## src/rtl/dcd_defines.svh

```systemverilog
// Constants of the debug command decoder: command codes, timing and sizes.
// Assumes inclusion by bare name from the package and the design modules.
`ifndef DCD_DEFINES_SVH
`define DCD_DEFINES_SVH
`define DCD_CMD_RD_REV      8'h00
`define DCD_CMD_WR_CNT      8'h01
`define DCD_CMD_RD_STAT     8'h02
`define DCD_CMD_RD_CNT      8'h03
`define DCD_CMD_WR_CTL      8'h04
`define DCD_CMD_RD_CTL      8'h05
`define DCD_CMD_WR_PC       8'h06
`define DCD_CMD_RD_PC       8'h07
`define DCD_CMD_WR_REG      8'h08
`define DCD_CMD_RD_REG      8'h09
`define DCD_CMD_WR_PMEM     8'h0A
`define DCD_CMD_RD_PMEM     8'h0B
`define DCD_CMD_WR_DMEM     8'h0C
`define DCD_CMD_RD_DMEM     8'h0D
`define DCD_CMD_RD_CRC      8'h0E
`define DCD_CMD_RSVD_F      8'h0F
`define DCD_CMD_STEP        8'h10
`define DCD_CMD_STUFF       8'h11
`define DCD_CMD_EXEC        8'h12
`define DCD_CMD_WR_LINE     8'h18
`define DCD_CMD_RD_LINE     8'h19
`define DCD_CMD_RD_BAUD     8'h1B
`define DCD_CAL_CHAR        8'h80
`define DCD_BREAK_BITS      4'hA
`define DCD_FIFO_DEPTH      8
`define DCD_BAUD_W          12
`define DCD_BAUD_MAX        12'hFFF
`define DCD_RAM_BASE        12'h000
`define DCD_RAM_TOP         12'hEFF
`endif

```

## src/rtl/dcd_pkg.sv

```systemverilog
// Types shared by the debug command decoder modules.
// Assumes the defines header sits in the include path.
`include "dcd_defines.svh"
package dcd_pkg;
    typedef enum logic [1:0] {
        DCD_OK,
        DCD_REF_RSVD,
        DCD_REF_STATE,
        DCD_REF_PROT
    } dcd_verdict_e;

    typedef struct packed {
        logic [7:0]  code;
        logic [11:0] addr;
        logic        hasAddr;
    } dcd_cmd_s;

    typedef struct packed {
        logic [7:0]   code;
        dcd_verdict_e verdict;
        logic         ramTarget;
    } dcd_result_s;
endpackage

```

## src/rtl/dcd_fifo.sv

```systemverilog
// Parameterised synchronous FIFO with valid and ready on both sides.
// Assumes one clock and an asynchronous active-low reset.
`timescale 1ns/1ps
`default_nettype none
module dcd_fifo #(
    parameter int WIDTH = 21,
    parameter int DEPTH = 8
) (
    input  wire logic             clk_sys,
    input  wire logic             rst_n,
    input  wire logic [WIDTH-1:0] inData,
    input  wire logic             inValid,
    output logic                  inReady,
    output logic [WIDTH-1:0]      outData,
    output logic                  outValid,
    input  wire logic             outReady
);
    localparam int AW = $clog2(DEPTH);
    logic [WIDTH-1:0] mem [DEPTH];
    logic [AW-1:0]    wrPtr;
    logic [AW-1:0]    rdPtr;
    logic [AW:0]      count;
    wire              doPush = inValid && inReady;
    wire              doPop  = outValid && outReady;

    assign inReady  = (count != (AW+1)'(DEPTH)) || doPop;
    assign outValid = (count != '0);
    assign outData  = mem[rdPtr];

    always_ff @(posedge clk_sys) begin
        if (doPush) begin
            mem[wrPtr] <= inData;
        end
    end

    always_ff @(posedge clk_sys or negedge rst_n) begin
        if (!rst_n) begin
            wrPtr <= '0;
            rdPtr <= '0;
            count <= '0;
        end else begin
            if (doPush) begin
                wrPtr <= (wrPtr == AW'(DEPTH - 1)) ? '0 : wrPtr + AW'(1);
            end
            if (doPop) begin
                rdPtr <= (rdPtr == AW'(DEPTH - 1)) ? '0 : rdPtr + AW'(1);
            end
            count <= count + (AW+1)'(doPush) - (AW+1)'(doPop);
        end
    end
endmodule
`default_nettype wire

```

## src/rtl/dcd_autobaud.sv

```systemverilog
// Break detector and autobaud measurement of the serial debug line.
// Assumes rxLine is already synchronised to clk_sys.
`timescale 1ns/1ps
`default_nettype none
`include "dcd_defines.svh"
module dcd_autobaud
    import dcd_pkg::*;
#(
    parameter int BAUD_W = `DCD_BAUD_W
) (
    input  wire logic              clk_sys,
    input  wire logic              rst_n,
    input  wire logic              rxLine,
    output logic [BAUD_W-1:0]      baudReload,
    output logic                   baudLocked,
    output logic                   breakSeen
);
    typedef enum logic [1:0] {
        AB_IDLE,
        AB_MEASURE,
        AB_LOCKED
    } dcd_ab_e;

    dcd_ab_e           state;
    dcd_ab_e           next_state;
    logic [BAUD_W-1:0] lowCnt;
    logic [BAUD_W+3:0] breakCnt;
    logic              rxPrev;

    wire fallEdge = rxPrev && !rxLine;
    wire riseEdge = !rxPrev && rxLine;
    wire measOvf  = (lowCnt == `DCD_BAUD_MAX);
    // The calibration character shows the start bit plus seven zero bits low.
    wire [BAUD_W-1:0] measBit = lowCnt >> 3;
    // The current low cycle counts too, so exactly ten bit times are enough for a break.
    wire breakHit = baudLocked && !rxLine &&
                    ((breakCnt + (BAUD_W+4)'(1)) >=
                     (BAUD_W+4)'(baudReload) * (BAUD_W+4)'(`DCD_BREAK_BITS));

    always_comb begin
        next_state = state;
        case (state)
            AB_IDLE:    if (fallEdge) next_state = AB_MEASURE;
            AB_MEASURE: begin
                if (measOvf) next_state = AB_IDLE;
                else if (riseEdge) next_state = AB_LOCKED;
            end
            AB_LOCKED:  if (breakHit) next_state = AB_IDLE;
            default:    next_state = AB_IDLE;
        endcase
    end

    assign baudLocked = (state == AB_LOCKED);

    always_ff @(posedge clk_sys or negedge rst_n) begin
        if (!rst_n) begin
            state      <= AB_IDLE;
            lowCnt     <= '0;
            breakCnt   <= '0;
            rxPrev     <= 1'b1;
            baudReload <= '0;
            breakSeen  <= 1'b0;
        end else begin
            state     <= next_state;
            rxPrev    <= rxLine;
            breakSeen <= breakHit;
            // Counting starts in the cycle of the falling edge, so every low cycle is seen.
            lowCnt    <= (next_state == AB_MEASURE) ? lowCnt + BAUD_W'(1) : '0;
            breakCnt  <= rxLine ? '0 : breakCnt + (BAUD_W+4)'(1);
            if (state == AB_MEASURE && riseEdge && !measOvf) begin
                baudReload <= (measBit == '0) ? BAUD_W'(1) : measBit;
            end else if (breakHit) begin
                baudReload <= '0;
            end
        end
    end
endmodule
`default_nettype wire

```

## src/rtl/dcd_decoder.sv

```systemverilog
// Command decoder of the single-pin serial debug unit.
// Assumes command bytes arrive decoded from the serial link with their target address,
// and that coreDebug and readProtect are levels from logic on clk_sys.
`timescale 1ns/1ps
`default_nettype none
`include "dcd_defines.svh"
module dcd_decoder
    import dcd_pkg::*;
#(
    parameter int FIFO_DEPTH = `DCD_FIFO_DEPTH,
    parameter int BAUD_W     = `DCD_BAUD_W
) (
    input  wire logic              clk_sys,
    input  wire logic              rst_n,
    input  wire logic              rxPin,
    input  wire dcd_cmd_s          cmdIn,
    input  wire logic              cmdValid,
    output logic                   cmdReady,
    input  wire logic              coreDebug,
    input  wire logic              readProtect,
    input  wire logic [7:0]        wrData,
    output dcd_result_s            result,
    output logic                   resultValid,
    input  wire logic              resultReady,
    output logic [7:0]             counterReg,
    output logic [7:0]             controlReg,
    output logic [7:0]             lineCtlReg,
    output logic                   coreWrite,
    output logic                   coreAccess,
    output logic [BAUD_W-1:0]      baudReload,
    output logic                   baudLocked,
    output logic                   breakSeen
);
    localparam int CMD_W = $bits(dcd_cmd_s);

    logic     rxMeta;
    logic     rxSync;
    dcd_cmd_s head;
    logic     headValid;
    logic     headReady;
    logic     fifoReady;

    always_ff @(posedge clk_sys or negedge rst_n) begin
        if (!rst_n) begin
            rxMeta <= 1'b1;
            rxSync <= 1'b1;
        end else begin
            rxMeta <= rxPin;
            rxSync <= rxMeta;
        end
    end

    assign cmdReady = fifoReady;

    dcd_fifo #(
        .WIDTH (CMD_W),
        .DEPTH (FIFO_DEPTH)
    ) uFifo (
        .clk_sys  (clk_sys),
        .rst_n    (rst_n),
        .inData   (cmdIn),
        .inValid  (cmdValid),
        .inReady  (fifoReady),
        .outData  (head),
        .outValid (headValid),
        .outReady (headReady)
    );

    dcd_autobaud #(
        .BAUD_W (BAUD_W)
    ) uBaud (
        .clk_sys    (clk_sys),
        .rst_n      (rst_n),
        .rxLine     (rxSync),
        .baudReload (baudReload),
        .baudLocked (baudLocked),
        .breakSeen  (breakSeen)
    );

    function automatic logic isRam(input logic [11:0] addr);
        isRam = (addr >= `DCD_RAM_BASE) && (addr <= `DCD_RAM_TOP);
    endfunction

    function automatic logic inRange(input logic [7:0] c, input logic [7:0] lo,
                                     input logic [7:0] hi);
        inRange = (c >= lo) && (c <= hi);
    endfunction

    wire [7:0] code = head.code;

    // Commands honoured outside the debug state.
    wire anyState = (code == `DCD_CMD_RD_REV) || (code == `DCD_CMD_RD_STAT) ||
                    (code == `DCD_CMD_WR_CTL) || (code == `DCD_CMD_RD_CTL);

    wire fullyProt = inRange(code, `DCD_CMD_WR_PC, `DCD_CMD_RD_PC) ||
                     inRange(code, `DCD_CMD_WR_PMEM, `DCD_CMD_RD_DMEM) ||
                     inRange(code, `DCD_CMD_STEP, `DCD_CMD_EXEC);

    wire regAccess = (code == `DCD_CMD_WR_REG) || (code == `DCD_CMD_RD_REG);
    wire ramTarget = head.hasAddr && isRam(head.addr);
    wire ramProt   = regAccess && readProtect && ramTarget;

    wire known = anyState || fullyProt || regAccess ||
                 inRange(code, `DCD_CMD_WR_CNT, `DCD_CMD_WR_CNT) ||
                 (code == `DCD_CMD_RD_CNT) || (code == `DCD_CMD_RD_CRC) ||
                 (code == `DCD_CMD_WR_LINE) || (code == `DCD_CMD_RD_LINE) ||
                 (code == `DCD_CMD_RD_BAUD);

    // All other commands, counter and line control writes included, need the debug state.
    wire stateRefused = !anyState && !coreDebug;
    dcd_verdict_e verdict;
    assign verdict = !known                          ? DCD_REF_RSVD :
                     stateRefused                    ? DCD_REF_STATE :
                     (readProtect && fullyProt)      ? DCD_REF_PROT :
                     ramProt                         ? DCD_REF_PROT :
                                                       DCD_OK;

    wire take     = headValid && headReady;
    wire accepted = take && (verdict == DCD_OK);
    wire writesCore = (code == `DCD_CMD_WR_PC) || (code == `DCD_CMD_WR_REG) ||
                      (code == `DCD_CMD_WR_PMEM) || (code == `DCD_CMD_WR_DMEM) ||
                      inRange(code, `DCD_CMD_STEP, `DCD_CMD_EXEC);

    // A result slot frees when the holder drains it; back-pressure stalls the FIFO.
    assign headReady = !resultValid || resultReady;

    always_ff @(posedge clk_sys or negedge rst_n) begin
        if (!rst_n) begin
            resultValid <= 1'b0;
            result      <= '0;
        end else begin
            if (take) begin
                resultValid      <= 1'b1;
                result.code      <= code;
                result.verdict   <= verdict;
                result.ramTarget <= ramTarget;
            end else if (resultReady) begin
                resultValid <= 1'b0;
            end
        end
    end

    always_ff @(posedge clk_sys or negedge rst_n) begin
        if (!rst_n) begin
            counterReg <= 8'h00;
            controlReg <= 8'h00;
            lineCtlReg <= 8'h00;
            coreWrite  <= 1'b0;
            coreAccess <= 1'b0;
        end else begin
            coreWrite  <= accepted && writesCore;
            coreAccess <= accepted && !anyState;
            if (accepted && code == `DCD_CMD_WR_CNT) begin
                counterReg <= wrData;
            end
            if (accepted && code == `DCD_CMD_WR_CTL) begin
                controlReg <= wrData;
            end
            if (accepted && code == `DCD_CMD_WR_LINE) begin
                lineCtlReg <= wrData;
            end
        end
    end
endmodule
`default_nettype wire

```

## config.mk

```make
export PLATFORM = sky130hd
export DESIGN_NAME = dcd_decoder
export DESIGN_NICKNAME = d
export VERILOG_FILES = /design/src/rtl/dcd_pkg.sv /design/src/rtl/dcd_fifo.sv /design/src/rtl/dcd_autobaud.sv /design/src/rtl/dcd_decoder.sv
export VERILOG_INCLUDE_DIRS = /design/src /design/src/rtl
export SDC_FILE = /design/constraint.sdc
export NUM_CORES = 1
export LEC_CHECK = 0
export ABC_AREA = 1
export BUFFER_PORTS_ARGS = -buffer_cell sky130_fd_sc_hd__buf_2
export CORE_ASPECT_RATIO = 0.9
export CORE_MARGIN = 2
export CORE_UTILIZATION = 45
export CTS_CLUSTER_DIAMETER = 200
export DETAILED_ROUTE_END_ITERATION = 6
export GPL_TIMING_DRIVEN = 1
export PLACE_DENSITY_LB_ADDON = 0.08
export SYNTH_ARGS = -nofsm -noshare
export SYNTH_HDL_FRONTEND = slang
export SYNTH_SLANG_ARGS = --single-unit
```

## constraint.sdc

```tcl
create_clock -name clk_sys -period 4.3 [get_ports clk_sys]
set_clock_uncertainty 0.2 [all_clocks]
set_input_delay 0.645 -clock clk_sys [delete_from_list [all_inputs] [get_ports clk_sys]]
set_output_delay 0.645 -clock clk_sys [all_outputs]
set_load 0.05 [all_outputs]
```

# Yosys cells after proc, flatten, opt, wreduce, memory -nomap -nowiden
# Memories as Yosys holds them, arrays and structs flattened.
# Index checks and enable logic that the tools add are counted.
dict set report totals {
  ramBits 168
  out_inout_bits 53
  input_bits 36
  register_bits 94
  rom_bits 0
  latch_bits 0
  memories 1
}
# name words word_bits rd rd_ports_with_merged_regs wr line
set memory_table {}
lappend memory_table {uFifo.mem 8 21 1 0 1 dcd_fifo.sv:19} ;# logic [WIDTH-1:0] mem [DEPTH];
dict set report classes {
  n_reduce_logical 57
  n_shift 0
  n_addsub 6
  order_cmp 11
  div 0
  bitwise 0
  n_eq_ne 21
  mux 20
  n_mul 1
}
# operator count
set ops {}
lappend ops {{8-bit by 4-bit == test with 1-bit output, second input constant} 5}
lappend ops {{12-bit 2-to-1 mux} 3}
lappend ops {{8-bit by 3-bit == test with 1-bit output, second input constant} 3}
lappend ops {{8-bit by 5-bit == test with 1-bit output, second input constant} 3}
lappend ops {{1-bit logical AND} 24}
lappend ops {{1-bit logical OR} 20}
lappend ops {{16-bit by 1-bit adder with 16-bit output, second input constant} 1}
lappend ops {{8-bit by 2-bit == test with 1-bit output, second input constant} 2}
lappend ops {{16-bit greater-or-equal comparator} 1}
lappend ops {{16-bit 2-to-1 mux} 1}
lappend ops {{2-bit 2-to-1 mux} 8}
lappend ops {{12-bit by 3-bit multiplier with 15-bit output, second input constant} 1}
lappend ops {{12-bit by 1-bit adder with 12-bit output, second input constant} 1}
lappend ops {{12-bit == test, second input constant} 1}
lappend ops {{12-bit by 1-bit greater-or-equal comparator with 1-bit output, second input constant} 1}
lappend ops {{12-bit <= comparator, second input constant} 1}
lappend ops {{12-bit zero test} 1}
lappend ops {{9-bit 2-to-1 mux} 1}
lappend ops {{8-bit by 1-bit == test with 1-bit output, second input constant} 1}
lappend ops {{8-bit by 1-bit greater-or-equal comparator with 1-bit output, second input constant} 1}
lappend ops {{8-bit by 3-bit greater-or-equal comparator with 1-bit output, second input constant} 1}
lappend ops {{8-bit by 4-bit greater-or-equal comparator with 1-bit output, second input constant} 1}
lappend ops {{8-bit by 5-bit greater-or-equal comparator with 1-bit output, second input constant} 1}
lappend ops {{8-bit by 1-bit <= comparator with 1-bit output, second input constant} 1}
lappend ops {{other kinds (18)} 32}

# Longest topological paths before layout
# An unclocked memory read counts as a cell.
dict set report depth {
  ltp_word 17
  depth_mapped 20
  depth_no_buf 18
}

# Hierarchy
# From an unflattened synthesis, not the netlist that was laid out.
dict set report hier_totals {
  hier_cells 1203
  area_unflattened_um2 12014.0
}
# mod cells_per_inst seq_area_each_um2 area_each_um2 instances
set by_module_without_submodules {}
lappend by_module_without_submodules {dcd_fifo 639 5295.1 7424.6 1}
lappend by_module_without_submodules {dcd_autobaud 328 1027.2 2640.0 1}
lappend by_module_without_submodules {dcd_decoder 236 1003.5 1949.4 1}

# Worst setup path before layout
# OpenSTA, ideal clock, no wires.
dict set report synth_path {
  kind {flip-flop to flip-flop}
  startpoint {register uBaud.baudReload[5]}
  endpoint {register uBaud.baudReload[0]}
  path_stages_with_launch 20
  t_arrival_ns 3.205
  n_path_buf 1
  setup_slack_ns 0.828
  path_cell_list {dfrtp_1 ha_1 ha_1 a21oi_1 nand2_1 a21oi_1 o21bai_1 a21oi_1 nor2_1 nor2_1 xor2_1 ha_1 a21oi_1 o31ai_1 a21oi_1 nand3_1 nand2_1 buf_2 nand3_1 nand2_1}
}
dict set report synth_via {
  elab_chain_cells 4
}
# element line
set synth_rtl {}
lappend synth_rtl {{from (decl)} dcd_autobaud.sv:14} ;# output logic [BAUD_W-1:0] baudReload,
lappend synth_rtl {{from (signal assigned)} dcd_autobaud.sv:71} ;# baudReload <= (measBit == '0) ? BAUD_W'(1) : measBit;
lappend synth_rtl {{12-bit by 3-bit multiplier with 15-bit output} dcd_autobaud.sv:38} ;# (BAUD_W+4)'(baudReload) * (BAUD_W+4)'(`DCD_BREAK_BITS));
lappend synth_rtl {{16-bit greater-or-equal comparator} dcd_autobaud.sv:37} ;# ((breakCnt + (BAUD_W+4)'(1)) >=
lappend synth_rtl {{1-bit logical AND} dcd_autobaud.sv:36} ;# wire breakHit = baudLocked && !rxLine &&
lappend synth_rtl {{2-bit nonzero test (no source line)} -}
# No other way between the ends.
# A chain may end at the register's enable or synchronous reset.

# Worst setup path after layout
dict set report layout_path {
  startpoint {register uBaud.baudReload[3]}
  endpoint {register uBaud.baudReload[6]}
}
# The elaborated chain is that of the path after synthesis.

==> impl_metrics.yaml <==
status:
  outcome: "finished, final reports clean"
yosys:
  ys_seq_elements: 195
  synth_enable_flop_cells: 104
  async_flop_share: 0.4667
  synth_ff_type: "edfxtp_1"
  seq_area_frac_synth: 0.5867
  syn_area_um2: 9210
  synth_cell_type_count: 41
  yosys_warnings: 0
  netlist_instances: 953
  syn_area_per_cell_um2: 9.664
die:
  rows: 49
  start_util: 0.4594
  die_w_um: 154.8
  die_h_um: 139.7
  dieArea_um2: 21630
  io_pins: 89
  core_um2: 20050
drt:
  drc: 0
  postRouteAntennaNets: 0
  wire_per_inst_um: 15.15
  num_vias: 6466
  via_per_inst: 4.947
  drtPass1Iterations: 5
  routed_wl_mm: 19.80
  first_iter_violations: 427
worst_setup_path:
  rrSetupSlack_ns: 0.70
  crit_family: "simple AND/OR/NAND/NOR gates"
  crit_buf_inv: 1
  r2r_cells: 18
  worst_path_largest_cell_delay_ns: 0.42
  worstPathRequired_ns: 4.43
  rr_endpoint: "uBaud.baudReload[6]"
  r2r-start: "uBaud.baudReload[3]"
  start_kind: "flip-flop"
  path_cells: "ha_1 > ha_1 > a21oi_1 > nand2_1 > a21oi_1 > o21bai_1 > a21oi_1 > nor2_1 > nor2_1 > xor2_1 > ha_1 > inv_1 > nor3_1 > nand3_1 > nand3_1 > nand2_1 > nand3_1 > nand2_1"
  critPathArrivalTime_ns: 3.73
  path_max_fanout: 11
  worst_setup_path_end_kind: "flip-flop"
  crit_slowest_cell: "dfrtp_1"
  path_class: "flip-flop to flip-flop"
clock_tree:
  clk_path_buf_depth: 2
  insertion_delay_ns: 0.44
  cts_sinks: 195
  cts.reportedPaths.clkPinSlew_ns: 0.08
  hold_buffers: 0
  cts_resized: 0
  post-cts-setup-buffer-count: 0
  htreeDepth: 4
  cts_tree: "done"
  clock_tree.root_cell: "clkbuf_16"
  numCtsBuffers: 17
final_layout:
  insertedDiodeCount: 0
  fin_nets: 1115
  fillCellCount: 1851
  design_area_um2: 10470
  regArea_um2: 5404
  drive_gt1_frac: 0.1445
  multi_input_area_um2: 3143
  syn_to_final_growth_pct: 13.67
global_routing:
  grt_max_degree: 58
  use_met3: 0.03862
  met2_usage: 0.2829
  grt_pass1_wl_mm: 32.83
  grt_overflow: 0
  grt_use_total: 0.1949
  busiest_layer: "met1"
  gr-usage-met1: 0.2984
  antenna_found_initial: 0
  grt_pass1_vias: 6243
sta:
  maxSlewViolCount: 0
  rsz0062_at_grt: "false"
  setup_violations: 0
  max_slew_margin: 0.4871
  finalSetupTns_ns: 0
  hold_viol: 0
  layout_min_cycle_time_ns: 3.599
  clock.fmax_mhz: 277.9
  period_share: 0.8370
  tightest_slew_ns: 0.7694
power_and_ir_drop:
  p_leak_nw: 5.032
  powerDensity_nw_per_um2: 583.6
  worst_ir_drop_vdd_uv: 382.0
placed_design:
  placed_cell_area_um2: 9858
  io_buffers: 77
  place_congestion: 0.7981
  post-dp-hpwl_mm: 13.43
worst_hold_path:
  hold_class: "input pin to async pin"
run:
  maxCapViolations: 0
-- registers in the layout, indices dropped and copies added (netlist names), 2 cells and up --
register,flops
result,11
controlReg,8
lineCtlReg,8
uBaud.breakCnt,16
uFifo.rdPtr,3
uBaud.state,2
uBaud.baudReload,9
uBaud.lowCnt,12
uFifo.count,4
uFifo.wrPtr,3
counterReg,8
uFifo.mem,104
-- cell type report --
cell class              count  share of cell area
clock buffers              17             0.04064
well taps                 255             0.03048
multi-input cells         605              0.3002
inverters                 125             0.04482
repair buffers             95             0.04996
clock inverters            15             0.01769
flip-flops and latches    195              0.5162
-- per-layer routing --
metal / up-vias / wire length [um]
li1: 3323 / -
met1: 3027 / 10460
met2: 102 / 8479
met3: 14 / 688
met4: 0 / 177
met5: - / 0
-- power by group --
part | internal (mW) | switching [mW]
sequential | 2.25 | 0.119
combinational | 0.567 | 1.54
clock | 0.805 | 0.822
-- worst reg2reg max path: stages, from the launching register on --
cell and delay, ns:
dfrtp_1 0.42, ha_1 0.31, ha_1 0.36, a21oi_1 0.16
nand2_1 0.10, a21oi_1 0.14, o21bai_1 0.11, a21oi_1 0.15
nor2_1 0.05, nor2_1 0.10, xor2_1 0.08, ha_1 0.29
inv_1 0.05, nor3_1 0.25, nand3_1 0.12, nand3_1 0.13
nand2_1 0.26, nand3_1 0.17, nand2_1 0.06
-- worst max path at each step --
stage                                    from  cells past startpoint                   to
after floorplan           uBaud.baudReload[5]                     19  uBaud.baudReload[0]
after global placement    uBaud.baudReload[3]                     18  uBaud.baudReload[3]
after detailed placement  uBaud.baudReload[3]                     18  uBaud.baudReload[6]
after CTS                 uBaud.baudReload[3]                     18  uBaud.baudReload[6]
after global routing      uBaud.baudReload[3]                     18  uBaud.baudReload[5]
final                     uBaud.baudReload[3]                     18  uBaud.baudReload[6]
-- per-stage QoR --
stage | hold WS, ns | setup WS, ns | std cells | util | power (mW)
floorplan | 0.1452 | 0.8282 | 955 | - | 4.001
global placement | 0.1462 | 0.7129 | 1275 | 0.4917 | 4.502
detailed placement | 0.1491 | 0.6994 | 1275 | 0.4917 | 4.535
CTS | 0.07798 | 0.6924 | 1307 | 0.5222 | 6.167
global route | 0.07666 | 0.2798 | 1307 | 0.5222 | 6.529
finish | 0.06451 | 0.7010 | 1307 | 0.5222 | 6.109
-- cells in the final DEF (no fill, tap or decap), types with 38 or more instances in the layout --
cell | Yosys | final
nand2_1 | 253 | 253
inv_1 | 118 | 118
edfxtp_1 | 104 | 104
nand3_1 | 90 | 90
dfrtp_1 | 88 | 88
nor2_1 | 77 | 77
buf_2 | 8 | 76
nand4_1 | 39 | 39
ha_1 | 38 | 38
-- synth_stat cells, types with 4 or more instances --
cell,count,share of area
a21oi_1,19,0.010
buf_2,8,0.0043
buf_4,9,0.0073
buf_6,6,0.0073
clkbuf_1,7,0.0029
clkinv_1,4,0.0016
dfrtp_1,88,0.24
edfxtp_1,104,0.34
ha_1,38,0.052
inv_1,118,0.048
nand2_1,253,0.10
nand2_2,6,0.0041
nand3_1,90,0.049
nand4_1,39,0.026
nor2_1,77,0.031
nor3_1,15,0.0082
o21ai_0,18,0.0098
xnor2_1,5,0.0048
xor2_1,14,0.013
-- kinds of logic after synthesis --
group | Yosys count | share of synthesized area
other cells | 1 | 0.0004072
compound gates | 52 | 0.03234
simple gates | 491 | 0.2337
flops | 195 | 0.5867
fa+ha+maj | 40 | 0.05597
buf+inv | 155 | 0.07281
xor+xnor | 19 | 0.01807
Power figures use the tool's default switching activity.
